## config.mk

```make
export PLATFORM = sky130hd
export DESIGN_NAME = watchdog_timer_8bit
export DESIGN_NICKNAME = d
export VERILOG_FILES = /design/src/hdl/watchdog_timer_8bit.v
export VERILOG_INCLUDE_DIRS = /design/src /design/src/hdl
export SDC_FILE = /design/constraint.sdc
export NUM_CORES = 1
export LEC_CHECK = 0
export BUFFER_PORTS_ARGS = -buffer_cell sky130_fd_sc_hd__buf_2
export CORE_AREA = 4 4 101 74
export CTS_CLUSTER_SIZE = 10
export DETAILED_ROUTE_END_ITERATION = 8
export DIE_AREA = 0 0 105 78
export GPL_TIMING_DRIVEN = 0
export HOLD_SLACK_MARGIN = 0.06
export PLACE_DENSITY = 0.75
export REMOVE_ABC_BUFFERS = 1
export SETUP_SLACK_MARGIN = 0.5
export SLEW_MARGIN = 10
export SYNTH_ARGS = -nofsm -noshare
export SYNTH_HDL_FRONTEND = slang
export SYNTH_SLANG_ARGS = --single-unit
```

## constraint.sdc

```tcl
create_clock -name mclk -period 2 [get_ports mclk]
set_clock_uncertainty 0.2 [all_clocks]
set_input_delay 0.1 -clock mclk [delete_from_list [all_inputs] [get_ports mclk]]
set_output_delay 0.1 -clock mclk [all_outputs]
set_load 0.005 [all_outputs]
```

## src/hdl/watchdog_regs.vh

```
`ifndef WATCHDOG_REGS_VH
`define WATCHDOG_REGS_VH
// ==========================================
// Register map
`define WDT_CONTROL_ADDR     12'h000
`define WDT_STATUS_ADDR      12'h004
`define WDT_CMD_ADDR         12'h008
// Control register fields
`define WDT_SEL_BIT          7
`define WDT_HALT_FN_BIT      6
`define WDT_SEL2_BIT         5
`define WDT_CTRL_RESET       3'h0
`define WDT_COUNT_RESET      8'hff
// Command register fields
`define WDT_CMD_HALT_BIT     0
`define WDT_CMD_IDLE_BIT     1
`define WDT_CMD_WAKE_BIT     2
// ==========================================
// Timing
`define WDT_PRESCALE_LOW     10'h3ff
`define WDT_PRESCALE_HIGH    4'hf
`define WDT_RESET_HOLD       8'h10
`endif

```

## src/hdl/watchdog_timer_8bit.v

```verilog
`timescale 1ns/1ns
`include "watchdog_regs.vh"
module watchdog_timer_8bit (
	input  wire        mclk,
	input  wire        rst,
	input  wire        clk_en,
	input  wire        main_oscillator_input,
	input  wire        sub_oscillator_input,
	input  wire        onchip_osc_input,
	input  wire        psel,
	input  wire        penable,
	input  wire        pwrite,
	input  wire [11:0] paddr,
	input  wire [31:0] pwdata,
	output reg  [31:0] prdata,
	output reg         pready,
	output reg         pslverr,
	output reg         internal_reset,
	output reg         stop_mode,
	output reg         idle_mode,
	output reg         onchip_osc_force
);

// ==========================================
// Pin synchronisers
reg [2:0] src_s1_reg;
reg [2:0] src_s2_reg;
reg [2:0] src_d_reg;

always @(posedge mclk or posedge rst) begin
	if (rst) begin
		src_s1_reg <= 3'h0;
		src_s2_reg <= 3'h0;
		src_d_reg  <= 3'h0;
	end else if (clk_en) begin
		src_s1_reg <= {onchip_osc_input, sub_oscillator_input, main_oscillator_input};
		src_s2_reg <= src_s1_reg;
		src_d_reg  <= src_s2_reg;
	end
end

// ==========================================
// Decode and arithmetic helpers
// One decoder serves the strobes and the read mux so both see the same map
function is_ctrl_addr(input [11:0] addr);
	is_ctrl_addr = (addr == `WDT_CONTROL_ADDR);
endfunction

function is_status_addr(input [11:0] addr);
	is_status_addr = (addr == `WDT_STATUS_ADDR);
endfunction

function is_cmd_addr(input [11:0] addr);
	is_cmd_addr = (addr == `WDT_CMD_ADDR);
endfunction

function [7:0] dec8(input [7:0] value);
	dec8 = value - 8'h01;
endfunction

function [31:0] ctrl_word(input [2:0] ctrl, input [7:0] count);
	// Selects on top, the five high counter bits below
	ctrl_word = {24'h000000, ctrl, count[7:3]};
endfunction

function [31:0] status_word(input lock, input run, input idle, input halt, input rst_out);
	status_word = {24'h000000, 3'h0, lock, run, idle, halt, rst_out};
endfunction

// ==========================================
// State
reg  [7:0]  count_reg;
reg  [7:0]  count_next;
reg  [2:0]  ctrl_reg;
reg  [2:0]  ctrl_next;
reg         locked_reg;
reg         locked_next;
reg         running_reg;
reg         running_next;
reg  [9:0]  pre_reg;
reg  [9:0]  pre_next;
reg  [7:0]  hold_reg;
reg  [7:0]  hold_next;
reg         internal_reset_next;
reg         stop_next;
reg         idle_next;
reg  [31:0] prdata_next;
reg         pready_next;
reg         pslverr_next;

// ==========================================
// Bus strobes
wire       bus_access = psel & penable & pready;
wire       wr_ctrl    = bus_access & pwrite & is_ctrl_addr(paddr);
wire       wr_cmd     = bus_access & pwrite & is_cmd_addr(paddr);
wire       halt_cmd   = wr_cmd & pwdata[`WDT_CMD_HALT_BIT];
wire       idle_cmd   = wr_cmd & pwdata[`WDT_CMD_IDLE_BIT];
wire       wake_cmd   = wr_cmd & pwdata[`WDT_CMD_WAKE_BIT];

// ==========================================
// Count source and prescaler
wire       sel        = ctrl_reg[2];
wire       halt_fn    = ctrl_reg[1];
wire       sel2       = ctrl_reg[0];
wire       in_hold    = (hold_reg != 8'h00);
// Edge of the selected count source; on-chip source overrides the oscillator pair
wire [2:0] src_rise   = src_s2_reg & ~src_d_reg;
wire       src_tick   = sel2 ? src_rise[2] : (stop_mode ? 1'b0 : (src_rise[0] | src_rise[1]));
wire [9:0] pre_top    = sel ? {6'h0, `WDT_PRESCALE_HIGH} : `WDT_PRESCALE_LOW;
wire       pre_wrap   = src_tick & (pre_reg == pre_top);
wire       underflow  = running_reg & pre_wrap & (count_reg == 8'h00);
wire       halt_reset = halt_cmd & halt_fn;

// ==========================================
// Counter and prescaler next state
always @* begin
	count_next = count_reg;
	pre_next   = pre_reg;
	if (in_hold) begin
		// Internal reset returns the counter to its reset value
		count_next = `WDT_COUNT_RESET;
		pre_next   = 10'h000;
	end else if (wr_ctrl) begin
		// The data written plays no part in the reload
		count_next = `WDT_COUNT_RESET;
		pre_next   = 10'h000;
	end else if (running_reg & src_tick) begin
		// Keeps counting in idle, and in stop mode only from the on-chip source
		if (pre_wrap) begin
			pre_next   = 10'h000;
			count_next = dec8(count_reg);
		end else begin
			pre_next = pre_reg + 10'h001;
		end
	end
end

// ==========================================
// Control bits next state
always @* begin
	ctrl_next    = ctrl_reg;
	locked_next  = locked_reg;
	running_next = running_reg;
	if (in_hold) begin
		ctrl_next    = `WDT_CTRL_RESET;
		locked_next  = 1'b0;
		running_next = 1'b0;
	end else if (wr_ctrl) begin
		running_next = 1'b1;
		// Only the first write after reset reaches the selects; later ones just reload
		if (!locked_reg) begin
			ctrl_next   = {pwdata[`WDT_SEL_BIT], pwdata[`WDT_HALT_FN_BIT],
				pwdata[`WDT_SEL2_BIT]};
			locked_next = 1'b1;
		end
	end
end

// ==========================================
// Internal reset hold next state
always @* begin
	hold_next = hold_reg;
	if (underflow | halt_reset) begin
		hold_next = `WDT_RESET_HOLD;
	end else if (in_hold) begin
		hold_next = dec8(hold_reg);
	end
	// The output covers the trigger cycle and all but the last hold cycle
	internal_reset_next = underflow | halt_reset | (hold_reg > 8'h01);
end

// ==========================================
// Stop and idle modes next state
always @* begin
	stop_next = stop_mode;
	idle_next = idle_mode;
	if (in_hold) begin
		stop_next = 1'b0;
		idle_next = 1'b0;
	end else if (wake_cmd) begin
		// Release lets counting go on from where the counter stood
		stop_next = 1'b0;
		idle_next = 1'b0;
	end else begin
		if (halt_cmd & !halt_fn) begin
			stop_next = 1'b1;
		end
		if (idle_cmd) begin
			idle_next = 1'b1;
		end
	end
end

// ==========================================
// APB slave next state, zero wait states
// Read data is captured in the setup cycle so it stands through the access cycle
always @* begin
	pready_next  = 1'b0;
	pslverr_next = 1'b0;
	prdata_next  = prdata;
	if (psel & !penable) begin
		pready_next = 1'b1;
		prdata_next = 32'h00000000;
		if (is_ctrl_addr(paddr)) begin
			prdata_next = ctrl_word(ctrl_reg, count_reg);
		end else if (is_status_addr(paddr)) begin
			prdata_next = status_word(locked_reg, running_reg, idle_mode, stop_mode,
				internal_reset);
		end else if (is_cmd_addr(paddr)) begin
			prdata_next = 32'h00000000;
		end else begin
			// Unmapped offsets answer with an error and read as zero
			pslverr_next = 1'b1;
		end
	end
end

// ==========================================
// Counter and prescaler registers
always @(posedge mclk or posedge rst) begin
	if (rst) begin
		count_reg <= `WDT_COUNT_RESET;
	end else if (clk_en) begin
		count_reg <= count_next;
	end
end

always @(posedge mclk or posedge rst) begin
	if (rst) begin
		pre_reg <= 10'h000;
	end else if (clk_en) begin
		pre_reg <= pre_next;
	end
end

// ==========================================
// Control registers
always @(posedge mclk or posedge rst) begin
	if (rst) begin
		ctrl_reg <= `WDT_CTRL_RESET;
	end else if (clk_en) begin
		ctrl_reg <= ctrl_next;
	end
end

always @(posedge mclk or posedge rst) begin
	if (rst) begin
		locked_reg <= 1'b0;
	end else if (clk_en) begin
		locked_reg <= locked_next;
	end
end

always @(posedge mclk or posedge rst) begin
	if (rst) begin
		running_reg <= 1'b0;
	end else if (clk_en) begin
		running_reg <= running_next;
	end
end

// ==========================================
// Internal reset registers
always @(posedge mclk or posedge rst) begin
	if (rst) begin
		hold_reg <= 8'h00;
	end else if (clk_en) begin
		hold_reg <= hold_next;
	end
end

always @(posedge mclk or posedge rst) begin
	if (rst) begin
		internal_reset <= 1'b0;
	end else if (clk_en) begin
		internal_reset <= internal_reset_next;
	end
end

// ==========================================
// Mode registers
always @(posedge mclk or posedge rst) begin
	if (rst) begin
		stop_mode <= 1'b0;
	end else if (clk_en) begin
		stop_mode <= stop_next;
	end
end

always @(posedge mclk or posedge rst) begin
	if (rst) begin
		idle_mode <= 1'b0;
	end else if (clk_en) begin
		idle_mode <= idle_next;
	end
end

always @(posedge mclk or posedge rst) begin
	if (rst) begin
		onchip_osc_force <= 1'b0;
	end else if (clk_en) begin
		// Forced on while selected; stop mode cannot gate it off
		onchip_osc_force <= sel2;
	end
end

// ==========================================
// APB slave registers
always @(posedge mclk or posedge rst) begin
	if (rst) begin
		prdata <= 32'h00000000;
	end else if (clk_en) begin
		prdata <= prdata_next;
	end
end

always @(posedge mclk or posedge rst) begin
	if (rst) begin
		pready <= 1'b0;
	end else if (clk_en) begin
		pready <= pready_next;
	end
end

always @(posedge mclk or posedge rst) begin
	if (rst) begin
		pslverr <= 1'b0;
	end else if (clk_en) begin
		pslverr <= pslverr_next;
	end
end

endmodule

```

# After elaboration in Yosys (flattened, before gate mapping)
# Index checks and enable logic that the tools add are counted.
# totals
reg_bits,77
out_inout_bits,38
inputBits,53
# classes
n_lt_le_gt_ge,1
reduce_logical,19
n_eq_ne,4
n_bitwise,20
n_addsub,3
n_mux,31
# ops
cell,n
2-to-1 mux 8 bit,7
2-to-1 mux 10 bit,5
"subtractor 8 x 1 -> 8 bit, second input constant",2
bitwise AND 1 bit,15
2-to-1 mux 1 bit,15
"== test 12 x 3 -> 1 bit, second input constant",1
"== test 12 x 4 -> 1 bit, second input constant",1
logical NOT 12 bit,1
AND reduction 2 bit,6
nonzero test 3 bit,4
"adder 10 x 1 -> 10 bit, second input constant",1
== test 10 bit,1
2-to-1 mux 3 bit,3
"> comparator 8 x 1 -> 1 bit, second input constant",1
logical NOT 8 bit,1
nonzero test 8 bit,1
AND reduction 3 bit,2
2-to-1 mux 5 bit,1
nonzero test 2 bit,2
bitwise AND 3 bit,1
inverter 3 bit,1
OR 1 bit,3
logical NOT 1 bit,2
"inequality test 2 x 1 -> 1 bit, second input constant",1

# Logic depth before layout (Yosys ltp)
# Gate-level depths: netlist of the first run.
# logic_depth
depth_word,11
depth_mapped,9
mapped_depth_nobuf,8

# Worst setup path before layout of the first run
# No wires, ideal clock.
# synth_timing
path_type,reg2reg
from,reg hold_reg[0]
to,reg pre_reg[5]
stages_incl_launch_ff,10
setup_time_ps,120
n_path_buf,1
arrival_time_ps,1917
synth_period_minus_slack_ps,2237
setup_slack_ps,-237
path_cell_list,dfrtp_1 > inv_1 > ha_1 > nor3b_1 > and2_2 > o21ai_4 > clkbuf_8 > o21ai_0 > xor2_1 > nor2_1
# synth_between
elab_chain_cells,3
# synth_lines
item,line,rtl
from (decl),watchdog_timer_8bit.v:82,reg [7:0] hold_reg;
from (signal assigned),watchdog_timer_8bit.v:268,hold_reg <= hold_next;
nonzero test 8 bit (*),watchdog_timer_8bit.v:105,wire in_hold = (hold_reg != 8'h00);
nonzero test 3 bit (no source line),--,
AND reduction 2 bit (no source line),--,
to (signal assigned),watchdog_timer_8bit.v:232,pre_reg <= pre_next;
to (decl),watchdog_timer_8bit.v:80,reg [9:0] pre_reg;
# Mark *: on every way between the ends. The rest lies on a longest branch, timed or not.
# A chain may end at the register's enable or synchronous reset.

# Worst setup path after layout of the first run
# layout_timing
from,reg pre_reg[7]
to,reg pre_reg[3]
# layout_between
elab_chain_cells,6
# layout_lines
item,line,rtl
== test 10 bit,watchdog_timer_8bit.v:110,wire pre_wrap = src_tick & (pre_reg == pre_top);
bitwise AND 1 bit,watchdog_timer_8bit.v:110,
2-to-1 mux 10 bit,watchdog_timer_8bit.v:129,if (pre_wrap) begin
2-to-1 mux 10 bit,watchdog_timer_8bit.v:127,end else if (running_reg & src_tick) begin
2-to-1 mux 10 bit,watchdog_timer_8bit.v:123,end else if (wr_ctrl) begin
2-to-1 mux 10 bit,watchdog_timer_8bit.v:119,if (in_hold) begin
# No other way between the ends. The select of a mux whose other input is x is not followed.

==> results.yml, run 1 <==
yosys:
  ys_warn_count: 0
  synthDistinctLibCells: 56
  synthFlopType: "dfrtp_1"
  synthesis.area_sq_mm: 0.002930
  synth-async-reset-ratio_pct: 100.0
  ys_ff_latch: 53
  netlist_instances: 294
  syn_avg_cell_area_sq_um: 9.967
  yosysSeqAreaShare_pct: 45.60
  synth_edf_count: 0
sta:
  fmax_mhz: 458.1
  holdWs_ps: 115.1
  drv_slew: 0
  setup_slack_ps: -183.0
  setup_viol: 28
  max_slew_margin_pct: 59.46
  final.period_utilization_pct: 109.1
  hold_violations: 0
  period_minus_slack_ps: 2183
  worst_pin_slew_ps: 602.6
  rsz0062_at_grt: "yes"
route:
  vias_per_cell: 5.690
  routedWlPerCell_um: 18.23
  final_antenna_net_count: 0
  drt-initial-drc-count: 232
  drt_pass1_iterations: 5
  vias: 2714
  route.detailed.drc: 0
  wl_um: 8698
final_layout:
  seq_area_sq_mm: 0.001338
  multiInputGateArea_sq_mm: 0.001742
  finalNetCount: 453
  final_common_cell: "dfrtp_1"
  drive_gt1_share_pct: 44.95
  area_growth_pct: 38.86
  final_cell_area_sq_mm: 0.004069
  antenna_cells: 0
  largest_reg_flops: 10
  fill_cells: 463
  fin_cells: 477
  final_cell_mix: "dfrtp_1 (44), buf_2 (39), buf_4 (37)"
run:
  drv_cap: 0
critical_path:
  worstPathMaxFanout: 5
  cp-start-kind: "flop"
  critPathKind: "reg -> reg"
  worstPathArrival_ps: 2190
  endpoint: "pre_reg[3]$_DFFE_PP0P_"
  cp-end-kind: "flop"
  r2r_start: "pre_reg[7]$_DFFE_PP0P_"
  startpoint: "pre_reg[7]$_DFFE_PP0P_"
  worstPathRequired_ps: 2010
  rr_worst_depth: 8
  ff2ff_setup_slack_ps: -180
  r2r_end: "pre_reg[3]$_DFFE_PP0P_"
pwr:
  peakVddDrop_uv: 476.2
  power_w: 0.002331
  powerDensity_mw_per_mm2: 572.8
  p_leak_nw: 1.828
floorplanning:
  initial_core_util_pct: 44.61
  row_count: 25
  coreArea_sq_mm: 0.006569
  design.portCount: 91
  die_x_um: 105
  die_h_um: 78
  dieArea_sq_mm: 0.008190
min_path:
  hold_class: "in -> reg"
clocking:
  clock_sinks: 53
  clk_pin_slew_ps: 100
  clk_latency_ps: 320
  clk_path_buf_depth: 2
  htreeDepth: 2
  cts_root_buf: "clkbuf_8"
  cts_buffers: 5
  cts_tree: "yes"
global_routing:
  groute.usage.overall_pct: 20.16
  grt.overflow.total: 0
  grt_pass1_wl_um: 13120
  antenna_found_initial: 0
  first_global_vias: 2716
  grt_max_degree: 31
placed_design:
  placed_cell_area_sq_mm: 0.003099
  gp_congestion: 0.8339
  port_buffers: 40
  hpwl_um: 4704
  dp.cells: 407
run_status:
  failed_checks: "negative setup slack"
  status: "complete, but fails checks"
critical path, stage by stage, from the launching register on:
cell	delay [ps]
dfrtp_1	450
nor4b_2	310
nand2_1	160
a221oi_4	300
buf_6	180
buf_6	120
o21a_4	160
buf_12	130
a21oi_2	40
worst min path at each step:
stage              start                            to  slack, ps  depth (start not counted)
6_report       pwdata[0]       hold_reg[3]$_DFFE_PP0P_        120                          4
5_1_grt        pwdata[0]       hold_reg[3]$_DFFE_PP0P_        110                          4
4_1_cts        paddr[10]           pslverr$_DFFE_PP0P_         70                          5
3_5_place_dp         rst  onchip_osc_force$_DFFE_PP0P_        -20                          2
3_3_place_gp   pwdata[6]       ctrl_reg[1]$_DFFE_PP0P_        130                          2
2_1_floorplan     clk_en            pready$_DFFE_PP0P_          7                          1
area by class of cell:
class | count | share of cell area, %
Multi-Input combinational cell | 223 | 42.80
Sequential cell | 53 | 32.87
Timing Repair Buffer | 102 | 18.76
Tap cell | 81 | 2.491
Clock buffer | 7 | 1.876
Inverter | 10 | 1.015
Clock inverter | 1 | 0.1845
power by group:
group | internal (W) | total (W) | switching [W]
Combinational | 0.000229 | 0.000452 | 0.000223
Sequential | 0.00115 | 0.00126 | 0.000112
Clock | 0.000249 | 0.000614 | 0.000366
Total | 0.00163 | 0.00233 | 0.000700
kinds of logic after synthesis:
kind of cell               share of synthesized area [%]
adders and majority gates                          2.135
AOI/OAI and AO/OA                                  16.91
other                                             0.1280
DFF                                                45.60
muxes                                              5.893
xor gates and xnor gates                           2.092
and+or+nand+nor                                    17.81
buffers and inverters                              9.436
routing by layer:
metal | global-route usage [%] | share of wire [%] | vias up | routed length (um)
met4 | 7.602 | 2.0 | 0 | 174
met3 | 5.071 | 7.3 | 26 | 633
met2 | 32.33 | 49 | 149 | 4233
met5 | 0 | 0 | - | 0
met1 | 26.43 | 42 | 1311 | 3658
li1 | - | - | 1228 | -
synthesized netlist by cell type (2+ instances only):
library cell,instances,area share (%)
nand2_1,29,3.7
nand4_2,2,0.85
nand3_1,12,2.0
clkbuf_1,3,0.38
nor3_1,10,1.7
o21ai_0,12,2.0
and2b_2,2,0.60
buf_4,24,6.1
inv_1,10,1.3
clkbuf_8,2,0.94
nor2b_1,2,0.43
a21oi_1,12,2.0
xor2_1,7,2.1
mux2i_1,6,2.0
a32oi_1,3,0.90
nor4b_1,2,0.60
nand3b_1,3,0.77
o21ai_2,2,0.60
dfrtp_1,45,38
o31ai_1,13,3.3
a31oi_1,4,0.85
nor2_1,23,2.9
mux2_2,10,3.8
a22o_1,7,2.1
ha_1,5,2.1
dfstp_2,8,7.2
nor4_1,5,1.1
or4_1,2,0.51
nand4_1,2,0.43
what timing repair did:
action	CTS	global route
endpoints found under the hold margin	60	0
endpoints found under the setup margin	37	37
hold buffers	13	0
cloned	2	0
resized for setup	57	31
buffers inserted	32	15
pin swaps	24	16
per-stage QoR:
stage	util, %	TNS (ps)	setup WS (ps)
4_1_cts	58.21	-934.1	-85.15
3_3_place_gp	46.88	-23260	-577.5
6_report	61.94	-3103	-183.0
5_1_grt	61.94	-4895	-251.7
2_1_floorplan	-	-4517	-257.1
3_5_place_dp	47.18	-16210	-624.8
No activity file was read; power rests on OpenSTA's default activity.
==> run 2: changes to the inputs <==
--- a/config.mk
+++ b/config.mk
@@ -7,13 +7,13 @@
 export NUM_CORES = 1
 export LEC_CHECK = 0
 export BUFFER_PORTS_ARGS = -buffer_cell sky130_fd_sc_hd__buf_2
-export CORE_AREA = 4 4 101 74
+export CORE_AREA = 4 4 93 69
 export CTS_CLUSTER_SIZE = 10
 export DETAILED_ROUTE_END_ITERATION = 8
-export DIE_AREA = 0 0 105 78
+export DIE_AREA = 0 0 97 73
 export GPL_TIMING_DRIVEN = 0
 export HOLD_SLACK_MARGIN = 0.06
-export PLACE_DENSITY = 0.75
+export PLACE_DENSITY = 0.82
 export REMOVE_ABC_BUFFERS = 1
 export SETUP_SLACK_MARGIN = 0.5
 export SLEW_MARGIN = 10
==> constraint.sdc (replaced) <==
create_clock -name mclk -period 2.52 [get_ports mclk]
set_clock_uncertainty 0.2 [all_clocks]
set_input_delay 0.126 -clock mclk [delete_from_list [all_inputs] [get_ports mclk]]
set_output_delay 0.126 -clock mclk [all_outputs]
set_load 0.005 [all_outputs]
==> results.yml, run 2 (synthesis results as in run 1) <==
final_layout:
  antenna_cells: 0
  largest_reg_flops: 10
  area_growth_pct: 26.73
  fin_util_pct: 66.86
  finalNetCount: 428
  final_common_cell: "dfrtp_1"
  final_cell_mix: "dfrtp_1 (44), buf_2 (40), nand2_1 (27)"
  fill_cells: 391
  drive_gt1_share_pct: 35.31
  final_cell_area_sq_mm: 0.003714
clocking:
  clk_path_buf_depth: 2
  cts_buffers: 5
  clock_sinks: 53
  cts_root_buf: "clkbuf_8"
  cts_tree: "yes"
  htreeDepth: 2
  clk_latency_ps: 320
  clk_pin_slew_ps: 100
floorplanning:
  dieArea_sq_mm: 0.007081
  design.portCount: 91
  initial_core_util_pct: 52.76
  coreArea_sq_mm: 0.005554
  die_h_um: 73
  die_x_um: 97
  row_count: 23
critical_path:
  worstPathRequired_ps: 2570
  worstPathArrival_ps: 2170
  cp-end-kind: "flop"
  slowest_delay_ps: 490
  crit_buf_inv: 1
  critPathKind: "reg -> reg"
  r2r_start: "ctrl_reg[2]$_DFFE_PP0P_"
  path_delay_family: "compound AO/OA/AOI/OAI gates"
  worst_path_max_delay_cell: "dfrtp_1"
  startpoint: "ctrl_reg[2]$_DFFE_PP0P_"
  cp-start-kind: "flop"
  worstPathMaxFanout: 13
  crit_chain: "nor4b_2, nand2_1, a221oi_4, buf_6, o21a_4, nor2_1, a31oi_1"
sta:
  worst_pin_slew_ps: 691.7
  hold_violations: 0
  setup_slack_ps: 401.3
  rsz0062_at_grt: "yes"
  period_minus_slack_ps: 2119
  final.period_utilization_pct: 84.08
  max_slew_margin_pct: 53.46
  fmax_mhz: 472.0
  setup_viol: 0
  drv_slew: 0
run_status:
  status: "finished clean"
min_path:
  hold_class: "in -> reg"
  min_from: "paddr[2]"
route:
  route.detailed.drc: 0
  final_antenna_net_count: 0
  vias_per_cell: 5.774
  vias: 2575
  drt_pass1_iterations: 5
  routedWlPerCell_um: 17.13
  drt-initial-drc-count: 184
  wl_um: 7638
global_routing:
  grt_pass1_wl_um: 12020
  groute.usage.overall_pct: 21.34
  grt_max_degree: 40
  first_global_vias: 2432
  antenna_found_initial: 0
  grt.overflow.total: 0
placed_design:
  placed_cell_area_sq_mm: 0.003092
  hpwl_um: 4605
  port_buffers: 40
  gp_congestion: 0.8726
  place_ws_ps: -98.71
pwr:
  peakVddDrop_uv: 364.4
  powerDensity_mw_per_mm2: 518.4
  p_leak_nw: 1.700
run:
  drv_cap: 0
## run 2: changes by cell type in the layout (fill, tap and decap cells not counted), sizes merged
cell / change
clkbuf: -2
buf: -23
inv: +1
bufinv: +1
clkinvlp: -1
dlygate4sd3: -1
## run 2: worst paths after layout
kind | end | slack (ps) | depth (start not counted)
max | count_reg[1]$_DFFE_PP1P_ | 400 | 7
min | prdata[4]$_DFFE_PP0P_ | 70 | 3
max reg2reg | count_reg[1]$_DFFE_PP1P_ | 400 | 7
min reg2reg | prdata[3]$_DFFE_PP0P_ | 280 | 2
max in group asynchronous | count_reg[7]$_DFFE_PP1P_ | 1440 | 4
min in group asynchronous | pre_reg[3]$_DFFE_PP0P_ | 100 | 3
## run 2: final cells by class
cell class | count | area (sq um) | share of cell area (%)
sequential | 53 | 1338 | 36.02
clock inverter | 2 | 37.54 | 1.011
multi-input combinational | 223 | 1597 | 42.99
tap | 75 | 93.84 | 2.527
inverter | 10 | 37.54 | 1.011
timing repair buffer | 77 | 528.0 | 14.22
clock buffer | 6 | 82.58 | 2.224
## run 2: where the power goes
part           leakage (nW)  total, W  switching, W  internal, W
Combinational         0.978  0.000311      0.000158     0.000153
Sequential            0.664  0.000994     0.0000792     0.000915
Clock                0.0574  0.000620      0.000297     0.000323
## run 2: worst register-to-register path, delay by kind of cell (launching register included)
kind | cells | cell delay, ps
AND/OR/NAND/NOR | 3 | 490
flip-flops | 1 | 490
AO/OA/AOI/OAI | 3 | 670
buffers and inverters | 1 | 200
## run 2: repair_timing
item / in CTS / in global routing
resized for setup: 27 / 13
endpoints found under the setup margin: 33 / 35
hold buffers: 12 / 0
setup buffers: 19 / 5
cloned: 1 / 0
endpoints found under the hold margin: 55 / 0
pin swaps: 9 / 1
## run 2: metrics by stage
| stage | total power, W | setup TNS (ps) | instances | hold WS [ps] |
|---|---|---|---|---|
| floorplan | 0.001131 | 0 | 285 | 33.24 |
| global placement | 0.001194 | -195.7 | 400 | 157.7 |
| detailed placement | 0.001213 | -338.4 | 401 | -88.69 |
| CTS | 0.001885 | 0 | 441 | 65.22 |
| global route | 0.002007 | 0 | 446 | 113.7 |
| finish | 0.001925 | 0 | 446 | 70.53 |
## run 2: layer usage
metal,share of wire [%],up-vias,GRT usage (%)
met2,49,133,34.33
met5,0,-,0
met4,2.7,0,9.502
met3,6.6,20,4.202
li1,-,1181,-
met1,42,1241,28.43
